### config.mk
export PLATFORM = sky130hd
export DESIGN_NAME = cxbs_bootstrap_regs
export DESIGN_NICKNAME = d
export VERILOG_FILES = /design/src/shared/cxbs_pkg.sv /design/src/shared/cxbs_cnt_if.sv /design/src/hdl/cxbs_bootstrap_regs.sv /design/src/hdl/cxbs_test_counters.sv
export SDC_FILE = /design/constraint.sdc
export NUM_CORES = 1
export LEC_CHECK = 0
export BUFFER_PORTS_ARGS = -buffer_cell sky130_fd_sc_hd__buf_2
export CORE_AREA = 2 2 317 319
export CTS_CLUSTER_DIAMETER = 30
export DETAILED_ROUTE_END_ITERATION = 10
export DIE_AREA = 0 0 319 321
export PLACE_DENSITY = 0.66
export SLEW_MARGIN = 25
export SYNTH_ARGS = -nofsm -noshare
export SYNTH_HDL_FRONTEND = slang
export SYNTH_SLANG_ARGS = --single-unit
export TNS_END_PERCENT = 10
### constraint.sdc
create_clock -name mclk -period 2.5 [get_ports mclk]
set_clock_uncertainty 0.05 [all_clocks]
set_input_delay 0.125 -clock mclk [delete_from_list [all_inputs] [get_ports mclk]]
set_output_delay 0.125 -clock mclk [all_outputs]
set_load 0.005 [all_outputs]
### src/shared/cxbs_pkg.sv
// Constants for the bootstrap and status register set
package cxbs_pkg;
  localparam int ID_W      = 2;
  localparam int NUM_LINKS = 4;
  localparam int CNT_W     = 32;
  localparam int TEMP_W    = 12;
  localparam int LABEL_LEN = 16;
  localparam int CHAR_W    = 8;
  localparam int LIDX_W    = 4;
  localparam int MAN_W     = 1;
  localparam int MAN_COUNT = 2;
  localparam int PTR_COUNT = 8;
  // Link speed encodings
  localparam logic [1:0] ONE_LINK_LOW_RATE  = 2'h1;
  localparam logic [1:0] ONE_LINK_MID_RATE  = 2'h2;
  localparam logic [1:0] ONE_LINK_HIGH_RATE = 2'h3;
  localparam logic [1:0] SPEED_RESET        = ONE_LINK_HIGH_RATE;
  localparam logic [7:0] ACTIVE_LINKS       = 8'h01;
  localparam logic [31:0] DEFAULT_LINK_SETTING = {22'h0, ACTIVE_LINKS, SPEED_RESET};
  localparam logic [31:0] MAX_CTRL_PKT_BYTES   = 32'h0000_0400;
  localparam logic [31:0] STREAM_PKT_RESET     = 32'h0;
  // Self-check bit positions
  localparam int BIT_BOOT  = 0;
  localparam int BIT_FLASH = 1;
  localparam int BIT_CFG   = 11;
  localparam int BIT_NAMES = 13;
  localparam int BIT_ALIGN = 14;
  localparam int STORE_BLOCKS = 8;
  localparam int STORE_BIT [STORE_BLOCKS] = '{2, 3, 4, 5, 6, 12, 15, 18};
  // Time base for the alignment refresh
  localparam longint ALIGN_PERIOD_NS = 1_000_000_000;
  localparam longint CLK_PERIOD_NS   = 4;
  localparam int ALIGN_CYCLES = int'(ALIGN_PERIOD_NS / CLK_PERIOD_NS);
  // Manifest table
  localparam logic [31:0] MAN_VERSION [MAN_COUNT] = '{32'h0001_0000, 32'h0001_0001};
  localparam logic [31:0] MAN_SCHEME  [MAN_COUNT] = '{32'h0001_0001, 32'h0001_0001};
  localparam logic [31:0] MAN_URL     [MAN_COUNT] = '{32'h0000_8000, 32'h0000_8100};
  // Feature address pointers: width, height, mode, start, stop, format, taps, stream
  localparam logic [31:0] FEAT_PTR [PTR_COUNT] = '{32'h0001_0000, 32'h0001_0004,
    32'h0001_0008, 32'h0001_000C, 32'h0001_0010, 32'h0001_0014, 32'h0001_0018, 32'h0001_001C};
endpackage

### src/shared/cxbs_cnt_if.sv
// Carrier between the register set and its test counters
`timescale 1ns/1ns
`default_nettype none
interface cxbs_cnt_if;
  import cxbs_pkg::*;
  logic              enable;
  logic              clear;
  logic [ID_W-1:0]   sel;
  logic [ID_W-1:0]   evt_link;
  logic              tx_evt;
  logic              rx_evt;
  logic              err_evt;
  logic [CNT_W-1:0]  tx_total;
  logic [CNT_W-1:0]  rx_total;
  logic [CNT_W-1:0]  err_total;
  modport regs (output enable, clear, sel, evt_link, tx_evt, rx_evt, err_evt,
                input tx_total, rx_total, err_total);
  modport counter (input enable, clear, sel, evt_link, tx_evt, rx_evt, err_evt,
                   output tx_total, rx_total, err_total);
endinterface
`default_nettype wire

### src/hdl/cxbs_bootstrap_regs.sv
// Bootstrap, link control and self-check register set
// What this block does
// Link speed picks one connection at low, mid or high rate, three codes.
// Host stops acquisition before changing link speed.
// Writing one to link reset control resets all connections.
// Max stream packet bytes resets to zero, host-written, multiple of four.
// Max control packet bytes is read-only and a multiple of four.
// Link test enable sends test packets instead of normal traffic.
// Host writes only a valid connection id into the counter selector.
// Error, tx and rx test totals shown for the selected connection.
// Reading arriving link id returns the connection the read came over.
// Host-written master host link id is stored.
// Read-only default link setting holds a valid speed and count.
// Manifest select picks the entry for version, scheme, pointer; count shown.
// Read-only pointers give addresses of eight image control features.
// Self-check word reports each failure in its own bit.
// Boot, storage, configuration and name checks evaluated once at start-up.
// Stored block corruption sets its weight when read from storage.
// Alignment failure watched continuously, status refreshed every second.
// User label is up to 16 characters, volatile until saved.
// Temperature readout returns the main logic device temperature.
// Save command copies the user label to non-volatile storage.
// Link reset control clears itself when the reset completes.
// Start-up and storage bits stay set; alignment bit follows refresh.
`timescale 1ns/1ns
`default_nettype none
module cxbs_bootstrap_regs
  import cxbs_pkg::*;
#(
  parameter int ALIGN_TICK_CYCLES = ALIGN_CYCLES
)
(
  input  wire logic                 mclk,
  input  wire logic                 reset,
  input  wire logic                 speed_wr,
  input  wire logic [1:0]           speed_wdata,
  input  wire logic                 link_reset_wr,
  input  wire logic                 link_reset_wdata,
  input  wire logic                 link_reset_done,
  input  wire logic                 stream_size_wr,
  input  wire logic [31:0]          stream_size_wdata,
  input  wire logic                 test_enable_wr,
  input  wire logic                 test_enable_wdata,
  input  wire logic                 counter_select_wr,
  input  wire logic [ID_W-1:0]      counter_select_wdata,
  input  wire logic                 test_tx_evt,
  input  wire logic                 test_rx_evt,
  input  wire logic                 test_err_evt,
  input  wire logic [ID_W-1:0]      test_evt_link,
  input  wire logic                 link_id_rd,
  input  wire logic [ID_W-1:0]      link_id_rd_link,
  input  wire logic                 master_host_wr,
  input  wire logic [31:0]          master_host_wdata,
  input  wire logic                 manifest_select_wr,
  input  wire logic [MAN_W-1:0]     manifest_select_wdata,
  input  wire logic                 boot_ok,
  input  wire logic                 flash_found,
  input  wire logic                 config_bad,
  input  wire logic                 names_bad,
  input  wire logic                 store_bad,
  input  wire logic [2:0]           store_block,
  input  wire logic                 align_fail,
  input  wire logic [TEMP_W-1:0]    temp_sample,
  input  wire logic                 label_wr,
  input  wire logic [LIDX_W-1:0]    label_index,
  input  wire logic [CHAR_W-1:0]    label_wchar,
  input  wire logic                 save_label_cmd,
  output logic [1:0]                link_speed_select_q,
  output logic                      link_reset_ctrl_q,
  output logic                      link_reset_out_q,
  output logic [31:0]               max_stream_pkt_bytes_q,
  output logic [31:0]               max_ctrl_pkt_bytes_q,
  output logic [31:0]               default_link_setting_q,
  output logic                      link_test_enable_q,
  output logic [ID_W-1:0]           test_counter_select_q,
  output logic [CNT_W-1:0]          test_error_total,
  output logic [CNT_W-1:0]          test_tx_pkt_total,
  output logic [CNT_W-1:0]          test_rx_pkt_total,
  output logic [ID_W-1:0]           arriving_link_id_q,
  output logic [31:0]               master_host_link_id_q,
  output logic [MAN_W-1:0]          manifest_select_q,
  output logic [31:0]               manifest_count_q,
  output logic [31:0]               manifest_version_q,
  output logic [31:0]               manifest_scheme_q,
  output logic [31:0]               manifest_url_q,
  output logic [31:0]               feature_ptr_q [PTR_COUNT],
  output logic [31:0]               self_check_word_q,
  output logic [TEMP_W-1:0]         logic_temp_readout_q,
  output logic [CHAR_W-1:0]         label_rchar_q,
  output logic                      nvm_wr_q,
  output logic [LIDX_W-1:0]         nvm_index_q,
  output logic [CHAR_W-1:0]         nvm_char_q,
  output logic                      save_busy_q
);
  typedef enum {CXBS_RST_IDLE, CXBS_RST_BUSY} cxbs_rst_t;
  typedef enum {CXBS_SAVE_IDLE, CXBS_SAVE_RUN} cxbs_save_t;

  cxbs_rst_t          rst_state_q;
  cxbs_save_t         save_state_q;
  logic [CHAR_W-1:0]  label_q [LABEL_LEN];
  logic               startup_done_q;
  logic [31:0]        align_cnt_q;
  logic               align_tick;
  logic               test_en_prev_q;

  function automatic logic speed_legal(input logic [1:0] v);
    return v == ONE_LINK_LOW_RATE || v == ONE_LINK_MID_RATE || v == ONE_LINK_HIGH_RATE;
  endfunction

  // ************************************
  // Link speed, host-written settings and read-only values
  // ************************************
  always_ff @(posedge mclk)
  begin
    if (reset)
      link_speed_select_q <= SPEED_RESET;
    else if (speed_wr && speed_legal(speed_wdata))
      link_speed_select_q <= speed_wdata;
  end

  always_ff @(posedge mclk)
  begin
    if (reset)
      max_stream_pkt_bytes_q <= STREAM_PKT_RESET;
    else if (stream_size_wr && stream_size_wdata[1:0] == 2'h0)
      max_stream_pkt_bytes_q <= stream_size_wdata;
  end

  always_ff @(posedge mclk)
  begin
    if (reset)
      master_host_link_id_q <= '0;
    else if (master_host_wr)
      master_host_link_id_q <= master_host_wdata;
  end

  always_ff @(posedge mclk)
  begin
    if (reset)
    begin
      max_ctrl_pkt_bytes_q   <= '0;
      default_link_setting_q <= '0;
      logic_temp_readout_q   <= '0;
    end
    else
    begin
      max_ctrl_pkt_bytes_q   <= MAX_CTRL_PKT_BYTES;
      default_link_setting_q <= DEFAULT_LINK_SETTING;
      logic_temp_readout_q   <= temp_sample;
    end
  end

  // ************************************
  // Connection reset
  // ************************************
  always_ff @(posedge mclk)
  begin
    if (reset)
    begin
      rst_state_q       <= CXBS_RST_IDLE;
      link_reset_ctrl_q <= 1'b0;
      link_reset_out_q  <= 1'b0;
    end
    else
    begin
      case (rst_state_q)
        CXBS_RST_IDLE:
          if (link_reset_wr && link_reset_wdata)
          begin
            rst_state_q       <= CXBS_RST_BUSY;
            link_reset_ctrl_q <= 1'b1;
            link_reset_out_q  <= 1'b1;
          end
        CXBS_RST_BUSY:
          if (link_reset_done)
          begin
            rst_state_q       <= CXBS_RST_IDLE;
            link_reset_ctrl_q <= 1'b0;
            link_reset_out_q  <= 1'b0;
          end
        default:
          rst_state_q <= CXBS_RST_IDLE;
      endcase
    end
  end

  // ************************************
  // Link test mode and counters
  // ************************************
  always_ff @(posedge mclk)
  begin
    if (reset)
    begin
      link_test_enable_q <= 1'b0;
      test_en_prev_q     <= 1'b0;
    end
    else
    begin
      test_en_prev_q <= link_test_enable_q;
      if (test_enable_wr)
        link_test_enable_q <= test_enable_wdata;
    end
  end

  always_ff @(posedge mclk)
  begin
    if (reset)
      test_counter_select_q <= '0;
    else if (counter_select_wr)
      test_counter_select_q <= counter_select_wdata;
  end

  cxbs_cnt_if cnt ();

  // Counters restart on entering test mode or on a connection reset
  assign cnt.enable   = link_test_enable_q;
  assign cnt.clear    = link_reset_out_q || (link_test_enable_q && !test_en_prev_q);
  assign cnt.sel      = test_counter_select_q;
  assign cnt.evt_link = test_evt_link;
  assign cnt.tx_evt   = test_tx_evt;
  assign cnt.rx_evt   = test_rx_evt;
  assign cnt.err_evt  = test_err_evt;
  assign test_tx_pkt_total = cnt.tx_total;
  assign test_rx_pkt_total = cnt.rx_total;
  assign test_error_total  = cnt.err_total;

  cxbs_test_counters u_counters (
    .mclk  (mclk),
    .reset (reset),
    .ci    (cnt.counter)
  );

  always_ff @(posedge mclk)
  begin
    if (reset)
      arriving_link_id_q <= '0;
    else if (link_id_rd)
      arriving_link_id_q <= link_id_rd_link;
  end

  // ************************************
  // Manifest and feature pointers
  // ************************************
  always_ff @(posedge mclk)
  begin
    if (reset)
      manifest_select_q <= '0;
    else if (manifest_select_wr)
      manifest_select_q <= manifest_select_wdata;
  end

  always_ff @(posedge mclk)
  begin
    if (reset)
    begin
      manifest_count_q   <= '0;
      manifest_version_q <= '0;
      manifest_scheme_q  <= '0;
      manifest_url_q     <= '0;
      for (int i = 0; i < PTR_COUNT; i++)
        feature_ptr_q[i] <= '0;
    end
    else
    begin
      manifest_count_q   <= 32'(MAN_COUNT);
      manifest_version_q <= MAN_VERSION[manifest_select_q];
      manifest_scheme_q  <= MAN_SCHEME[manifest_select_q];
      manifest_url_q     <= MAN_URL[manifest_select_q];
      for (int i = 0; i < PTR_COUNT; i++)
        feature_ptr_q[i] <= FEAT_PTR[i];
    end
  end

  // ************************************
  // Self-check word
  // ************************************
  assign align_tick = align_cnt_q == 32'(ALIGN_TICK_CYCLES - 1);

  always_ff @(posedge mclk)
  begin
    if (reset || align_tick)
      align_cnt_q <= '0;
    else
      align_cnt_q <= align_cnt_q + 32'h1;
  end

  always_ff @(posedge mclk)
  begin
    if (reset)
    begin
      self_check_word_q <= '0;
      startup_done_q    <= 1'b0;
    end
    else
    begin
      if (!startup_done_q)
      begin
        startup_done_q               <= 1'b1;
        self_check_word_q[BIT_BOOT]  <= !boot_ok;
        self_check_word_q[BIT_FLASH] <= !flash_found;
        self_check_word_q[BIT_CFG]   <= config_bad;
        self_check_word_q[BIT_NAMES] <= names_bad;
      end
      if (store_bad)
        self_check_word_q[STORE_BIT[store_block]] <= 1'b1;
      if (align_tick)
        self_check_word_q[BIT_ALIGN] <= align_fail;
    end
  end

  // ************************************
  // User label and save
  // ************************************
  always_ff @(posedge mclk)
  begin
    if (reset)
    begin
      for (int i = 0; i < LABEL_LEN; i++)
        label_q[i] <= '0;
    end
    else if (label_wr)
      label_q[label_index] <= label_wchar;
  end

  always_ff @(posedge mclk)
  begin
    if (reset)
      label_rchar_q <= '0;
    else
      label_rchar_q <= label_q[label_index];
  end

  always_ff @(posedge mclk)
  begin
    if (reset)
    begin
      save_state_q <= CXBS_SAVE_IDLE;
      nvm_wr_q     <= 1'b0;
      nvm_index_q  <= '0;
      nvm_char_q   <= '0;
      save_busy_q  <= 1'b0;
    end
    else
    begin
      case (save_state_q)
        CXBS_SAVE_IDLE:
          if (save_label_cmd)
          begin
            save_state_q <= CXBS_SAVE_RUN;
            save_busy_q  <= 1'b1;
            nvm_wr_q     <= 1'b1;
            nvm_index_q  <= '0;
            nvm_char_q   <= label_q[0];
          end
        CXBS_SAVE_RUN:
          if (nvm_index_q == LIDX_W'(LABEL_LEN - 1))
          begin
            save_state_q <= CXBS_SAVE_IDLE;
            save_busy_q  <= 1'b0;
            nvm_wr_q     <= 1'b0;
          end
          else
          begin
            nvm_index_q <= nvm_index_q + LIDX_W'(1);
            nvm_char_q  <= label_q[nvm_index_q + LIDX_W'(1)];
          end
        default:
          save_state_q <= CXBS_SAVE_IDLE;
      endcase
    end
  end

  // ************************************
  // Assertions
  // ************************************
  AST_SPEED_WRITE:
    assert property (@(posedge mclk) disable iff (reset)
      speed_wr && speed_legal(speed_wdata) |=> link_speed_select_q == $past(speed_wdata))
    else $error("link speed write not taken");
  AST_SPEED_LEGAL:
    assert property (@(posedge mclk) disable iff (reset) speed_legal(link_speed_select_q))
    else $error("link speed holds an illegal code");
  AST_RESET_START:
    assert property (@(posedge mclk) disable iff (reset)
      rst_state_q == CXBS_RST_IDLE && link_reset_wr && link_reset_wdata
      |=> link_reset_ctrl_q && link_reset_out_q)
    else $error("link reset not started");
  AST_RESET_CLEAR:
    assert property (@(posedge mclk) disable iff (reset)
      link_reset_ctrl_q && link_reset_done |=> !link_reset_ctrl_q && !link_reset_out_q)
    else $error("link reset control did not clear");
  AST_STREAM_ALIGN:
    assert property (@(posedge mclk) disable iff (reset)
      max_stream_pkt_bytes_q[1:0] == 2'h0 && max_ctrl_pkt_bytes_q[1:0] == 2'h0)
    else $error("packet size not a multiple of four");
  AST_ARRIVE_ID:
    assert property (@(posedge mclk) disable iff (reset)
      link_id_rd |=> arriving_link_id_q == $past(link_id_rd_link))
    else $error("arriving link id wrong");
  AST_STORE_STICKY:
    assert property (@(posedge mclk) disable iff (reset)
      self_check_word_q[STORE_BIT[7]] |=> self_check_word_q[STORE_BIT[7]])
    else $error("storage bit cleared");
  AST_ALIGN_HOLD:
    assert property (@(posedge mclk) disable iff (reset)
      !align_tick |=> $stable(self_check_word_q[BIT_ALIGN]))
    else $error("alignment bit changed between refreshes");
  AST_SAVE_RUN:
    assert property (@(posedge mclk) disable iff (reset)
      save_state_q == CXBS_SAVE_IDLE && save_label_cmd |=> nvm_wr_q [*8])
    else $error("label save stream broken");
endmodule
`default_nettype wire

### src/hdl/cxbs_test_counters.sv
// Per-connection link test counters with a selected readout
`timescale 1ns/1ns
`default_nettype none
module cxbs_test_counters
  import cxbs_pkg::*;
(
  input  wire logic  mclk,
  input  wire logic  reset,
  cxbs_cnt_if.counter ci
);
  logic [CNT_W-1:0] tx_q  [NUM_LINKS];
  logic [CNT_W-1:0] rx_q  [NUM_LINKS];
  logic [CNT_W-1:0] err_q [NUM_LINKS];

  function automatic logic [CNT_W-1:0] bump(input logic [CNT_W-1:0] v);
    return v + CNT_W'(1);
  endfunction

  // ************************************
  // Counting
  // ************************************
  always_ff @(posedge mclk)
  begin
    for (int i = 0; i < NUM_LINKS; i++)
    begin
      if (reset || ci.clear)
      begin
        tx_q[i]  <= '0;
        rx_q[i]  <= '0;
        err_q[i] <= '0;
      end
      else if (ci.enable && ci.evt_link == ID_W'(i))
      begin
        if (ci.tx_evt)
          tx_q[i] <= bump(tx_q[i]);
        if (ci.rx_evt)
          rx_q[i] <= bump(rx_q[i]);
        if (ci.err_evt)
          err_q[i] <= bump(err_q[i]);
      end
    end
  end

  // Selected connection readout
  always_ff @(posedge mclk)
  begin
    if (reset)
    begin
      ci.tx_total  <= '0;
      ci.rx_total  <= '0;
      ci.err_total <= '0;
    end
    else
    begin
      ci.tx_total  <= tx_q[ci.sel];
      ci.rx_total  <= rx_q[ci.sel];
      ci.err_total <= err_q[ci.sel];
    end
  end
endmodule
`default_nettype wire

After elaboration in Yosys (flattened, before gate mapping)
Memory sizes are Yosys's and may differ from the RTL's. A register that Yosys moved wholly into a read port is not among the register bits.
Index checks and enable logic that the tools add are counted.
{ "word_totals": {"regBits": 676, "ramBits": 512, "romBits": 256, "inputBits": 124, "out_inout_bits": 684, "wordCells": 221, "mem_count": 5} }
{ "mem_list": {"columns": ["name", "depth", "width", "read_ports", "rd_clocked_by_memory_dff", "wr", "line", "text"], "rows": [
  ["(name not given)", 8, 32, 1, 0, 0, "cxbs_bootstrap_regs.sv:305", "self_check_word_q[STORE_BIT[store_block]] <= 1'b1;"],
  ["label_q", 16, 8, 3, 1, 16, "cxbs_bootstrap_regs.sv:100", "logic [CHAR_W-1:0] label_q [LABEL_LEN];"],
  ["u_counters.err_q", 4, 32, 5, 1, 4, "cxbs_test_counters.sv:13", "logic [CNT_W-1:0] err_q [NUM_LINKS];"],
  ["u_counters.rx_q", 4, 32, 5, 1, 4, "cxbs_test_counters.sv:12", "logic [CNT_W-1:0] rx_q [NUM_LINKS];"],
  ["u_counters.tx_q", 4, 32, 5, 1, 4, "cxbs_test_counters.sv:11", "logic [CNT_W-1:0] tx_q [NUM_LINKS];"]
]} }
{ "classes": {"add_sub_neg": 14, "n_lt_le_gt_ge": 4, "n_eq_ne": 15, "mux": 104, "bitwise_logic": 15, "n_reduce_logical": 30} }
{ "ops": {"columns": ["op", "count"], "rows": [
  ["32-bit 2-to-1 mux", 24],
  ["32-bit by 1-bit adder with 32-bit output, second input constant", 13],
  ["241-bit 2-to-1 mux", 1],
  ["32-bit one-hot mux with 2 select lines", 2],
  ["32-bit by 1-bit equality test with 1-bit output, second input constant", 2],
  ["32-bit logical NOT", 2],
  ["1-bit 2-to-1 mux", 59],
  ["32-bit by 28-bit equality test with 1-bit output, second input constant", 1],
  ["32-bit by 1-bit greater-or-equal comparator with 1-bit output, second input constant", 1],
  ["32-bit by 7-bit < comparator with 1-bit output, second input constant", 1],
  ["32-bit bitwise OR", 1],
  ["8-bit 2-to-1 mux", 3],
  ["8-bit one-hot mux with 2 select lines", 1],
  ["15-bit 2-to-1 mux", 1],
  ["4-bit 2-to-1 mux", 3],
  ["1-bit bitwise OR", 12],
  ["11-bit 2-to-1 mux", 1],
  ["2-bit inequality test, second input constant", 5],
  ["1-bit logical AND", 9],
  ["9-bit 2-to-1 mux", 1],
  ["3-bit AND reduction", 3],
  ["2-bit equality test, second input constant", 4],
  ["4-bit one-hot mux with 2 select lines", 1],
  ["8-bit OR reduction", 1],
  ["other kinds (16)", 30]
]} }

Logic depth before layout (Yosys ltp)
{ "depth": {"word_depth": 11, "mapped_depth": 8, "depth_no_buf": 7} }

By module
Synthesis repeated with hierarchy kept, for this count alone.
{ "unflattened": {"cells_unflattened": 3918, "area_unflattened_um2": 42032.8} }
{ "modules_own_cells": {"columns": ["mod", "instances", "cells_each", "area_each_um2", "seq_area_each_um2"], "rows": [
  ["cxbs_test_counters", 1, 2262, 25444.4, 13452.9],
  ["cxbs_bootstrap_regs", 1, 1656, 16588.4, 7327.0]
]} }

Worst setup path after synthesis
OpenSTA, ideal clock, no wires.
{ "synth_path": {"path_kind": "reg-to-reg", "startpoint": "register link_test_enable_q", "endpoint": "memory u_counters.err_q[0][0], enable pin", "setup_time_ns": 0.478, "arrival_ns": 2.138, "required_time_ns": 1.972, "setup_slack_ns": -0.165, "stages_incl_launch_ff": 5, "n_path_buf": 2, "period_less_slack_ns": 2.665, "path_cell_list": "dfxtp_1 a211oi_1 clkbuf_1 buf_1 nand2_1"} }
{ "synth_rtl": {"columns": ["item", "line", "text"], "rows": [
  ["start: declaration", "cxbs_bootstrap_regs.sv:74", "output logic link_test_enable_q,"],
  ["start signal: assignment", "cxbs_bootstrap_regs.sv:201", "link_test_enable_q <= test_enable_wdata;"],
  ["end: declaration", "cxbs_test_counters.sv:13", null]
]} }

Worst setup path in the final report
{ "layout_path": {"startpoint": "register nvm_index_q[0]", "endpoint": "register nvm_char_q[1]"} }
{ "layout_between": {"elab_chain_cells": 4} }
{ "layout_lines": {"columns": ["item", "line", "text"], "rows": [
  ["start: declaration", "cxbs_bootstrap_regs.sv:91", "output logic [LIDX_W-1:0] nvm_index_q,"],
  ["start signal: assignment", "cxbs_bootstrap_regs.sv:364", "nvm_index_q <= nvm_index_q + LIDX_W'(1);"],
  ["4-bit by 1-bit adder with 4-bit output", "cxbs_bootstrap_regs.sv:365", "nvm_char_q <= label_q[nvm_index_q + LIDX_W'(1)];"],
  ["memory read 16 x 8 bit", null, null],
  ["8-bit 2-to-1 mux", "cxbs_bootstrap_regs.sv:356", "if (nvm_index_q == LIDX_W'(LABEL_LEN - 1))"],
  ["8-bit one-hot mux with 2 select lines", "cxbs_bootstrap_regs.sv:345", "case (save_state_q)"],
  ["end signal: assignment", "cxbs_bootstrap_regs.sv:353", "nvm_char_q <= label_q[0];"],
  ["end signal: assignment", "cxbs_bootstrap_regs.sv:365", null],
  ["end: declaration", "cxbs_bootstrap_regs.sv:92", "output logic [CHAR_W-1:0] nvm_char_q,"]
]} }
Parallel ways exist; a longest one is shown, timed or not. The select of a mux whose other input is x is not followed.
A chain may end at the register's enable or synchronous reset.

==> summary.txt <==
GRT
  • Vias in the first global route: about 30000
  • Largest net degree at the start of global routing: 76
  • Antenna violations before repair: 1
  • Overflow after GRT: 0
  • First-pass GRT wire length: ~170000 um
  • GRT Overall Usage: between 20% and 30%

Setup path
  • Crit path arrival time: slightly below 3 ns
  • R2r endpoint: nvm_char_q[1]
  • Worst r2r src: nvm_index_q[0]
  • Worst-path cell chain: ha_1, buf_12, nor2_1, nand3_1, a41oi_1, o31ai_1
  • Slowest library cell on the worst path: nor2_1
  • Reg2Reg Setup Slack: 0.11 ns
  • Family with the most delay on the worst path: simple AND/OR/NAND/NOR gates
  • Crit path buffers/inverters: 1
  • Kind of critical path: flip-flop to flip-flop
  • CP peak stage delay: 0.59 ns
  • WP depth: 6
  • Required @ worst endpoint: roughly 3.1 ns
  • Startpoint types: flip-flop
  • Crit Path Max Fanout: 17
  • CP Capture Point: nvm_char_q[1]
  • Crit. Startpoint: nvm_index_q[0]
  • Crit end category: flip-flop
  • R2R depth: 6

Floorplan
  • Core footprint: just under 0.1 sq mm
  • Die X-Extent: 319 um
  • Num rows: between 100 and 150
  • Die area: between 0.1 and 0.15 sq mm
  • Initial Util: a little over two fifths
  • Io pins: approximately 800
  • Die Height: 321 um

Logic synthesis
  • Dominant synthesized flop cell: edfxtp_1
  • Register area share after synthesis: approximately 50%
  • Post-synth top cells: edfxtp_1 (512), nor2_1 (496), buf_4 (450), nand2_1 (291), dfxtp_1 (270)
  • Cell Area, Synth: around 0.042 sq mm
  • Synthesized instance count: between 3000 and 4000
  • Yosys top cell area share: between 30% and 40%
  • Dominant cell type by area after synthesis: edfxtp_1
  • Number of synthesized flops with an enable pin: between 500 and 600
  • Synth async-reset ratio: 0%
  • Number of library cell types mapped by synthesis: 60
  • Yosys warnings: 0
  • Syn_area_per_cell: about 11 sq um
  • Largest cells by area after synthesis: edfxtp_1 (37%), dfxtp_1 (13%), buf_4 (8.1%)
  • #FFs+latches synth: approximately 800
  • Count leader, synth: edfxtp_1

Cells and area
  • Fin util: approximately 54%
  • P&R area growth vs syn: 26.75%
  • Layout Nets: 4837
  • Final non-filler cell total: just over 6000
  • Share of cells above drive strength 1: approximately 21%
  • Design area: around 0.053 sq mm

Placed design
  • Cells after DPL: around 5600
  • Cell Area, Placed: approximately 0.044 sq mm
  • Detailed placement HPWL: just under 80000 um
  • Pre-CTS WS: between 0.15 and 0.2 ns
  • IO Port Bufs: just under 400
  • Final estimated routing congestion in global placement: around 0.92

STA
  • Hold_ws: slightly above 0.06 ns
  • Fin. Hold Viols: 0
  • Fin crit share: 95.50%
  • Worst setup margin: about 0.11 ns
  • RSZ-0062 raised after global routing: false
  • Worst slew margin relative to its limit: 35.79%
  • Setup TNS: 0 ns
  • Final setup viols: 0
  • Final min period: between 2 and 2.5 ns
  • Least-Margin Pin Slew: about 0.96 ns
  • F_max: between 400 and 500 MHz
  • Final Max Tran Viols: 0

Clocking
  • CTS max path bufs: 3
  • Cts bufs inserted: 180
  • Htree depth: 4
  • Clock Root Buffer: clkbuf_16
  • CTS tree: yes
  • Total clock sinks: 782
  • Clock slew at reported path FFs: 0.05 ns
  • Clk_lat worst skew: 0.76 ns

Routing
  • Via count: 31830
  • WL final: about 110000 um
  • Antenna Nets Post-Route: 0
  • WL/cell: ~18 um
  • Remaining routing DRC violations: 0
  • Starting DRT DRC Count: around 2700
  • Drt first pass iters: 6
  • Number of vias per cell: ~5.2

Pwr
  • Lkg Pwr: 20.67 nW
  • Power Density: ~800 mW/mm^2
  • Max IR drop VDD: 0.5989 mV
  • Final Power: around 43 mW

Worst hold path
  • Hold WC Path Type: input port to flip-flop
  • WHS Path Cells: 3

Run
  • Max cap viols: 0

Run status
  • Status: complete, no violations
## state kept, by name, indices dropped and copies added, names as in the netlist, 32 cells and up
name,cells
master_host_link_id_q,32
u_counters.rx_q,128
u_counters.ci.err_total,32
u_counters.ci.tx_total,32
self_check_word_q,32
align_cnt_q,32
label_q,128
u_counters.tx_q,128
u_counters.err_q,128
u_counters.ci.rx_total,32
max_stream_pkt_bytes_q,32
## worst min-delay path by stage
stage,start,endpoint,slack (ns)
2_1_floorplan,temp_sample[0],logic_temp_readout_q[0],0.20
3_3_place_gp,temp_sample[0],logic_temp_readout_q[0],0.28
3_5_place_dp,temp_sample[0],logic_temp_readout_q[0],0.29
4_1_cts,master_host_wr,master_host_link_id_q[15],0.0006
5_1_grt,master_host_wr,master_host_link_id_q[17],0.04
6_report,master_host_wr,master_host_link_id_q[20],0.06
## cells by family after synthesis
| group | synth area share [%] |
|---|---|
| simple gates | 20.19 |
| flops | 49.56 |
| buf+inv | 10.26 |
| xor+xnor | 7.036 |
| compound gates | 3.121 |
| mux | 9.286 |
| fa+ha+maj | 0.5371 |
| other cells | 0.008943 |
## area by class of cell
cell class | count | area (sq um)
Clock buffer | 222 | 4997
Sequential cell | 782 | 20790
Multi-Input combinational cell | 2885 | 18450
Fill cell | 8413 | 46130
Antenna cell | 2 | 5.005
Inverter | 69 | 261.5
Tap cell | 1298 | 1624
Timing Repair Buffer | 777 | 5588
Clock inverter | 117 | 1433
## metal layers
metal | vias up | wire (um) | GRT usage, %
li1 | 14660 | - | -
met1 | 15440 | 47280 | 28.58
met2 | 1448 | 52880 | 33.98
met3 | 276 | 9408 | 4.779
met4 | 0 | 4192 | 10.03
met5 | - | 0 | 0
## placed cells by master (no fill, tap or decap), types with 12 or more instances in the layout
master,instances
a21oi_1,112
and2_1,258
and3_1,56
and4_1,44
buf_12,14
buf_2,389
buf_4,153
bufinv_16,22
clkbuf_1,22
clkbuf_16,192
clkinv_1,13
clkinv_2,25
clkinv_4,12
conb_1,417
dfxtp_1,268
dlygate4sd3_1,221
edfxtp_1,512
ha_1,18
inv_1,68
inv_6,16
mux2i_1,53
mux4_2,146
nand2_1,291
nand3_1,184
nand4_1,118
nor2_1,496
nor2b_1,20
nor3_1,53
nor4_1,55
o21ai_0,60
or3_1,51
or4_1,16
xnor2_1,152
xor2_1,182
## report_power, final
part	switching, mW	internal, mW	total (mW)
clock network	7.89	16.6	24.4
logic	1.67	1.49	3.16
registers	0.828	14.6	15.5
## worst min-delay path, delay by kind of cell
kind	cells	cell delay [ns]
buffers and inverters	1	0.41
muxes	1	0.22
and+or+nand+nor	1	0.07
## repair_timing
| action | CTS | global route |
|---|---|---|
| endpoints found under the hold margin | 431 | 0 |
| hold buffers | 221 | 0 |
| buffers inserted | 0 | 0 |
| gates resized for setup | 0 | 1 |
| endpoints found under the setup margin | 0 | 1 |
Note: power is estimated with default switching activity, not from simulation.
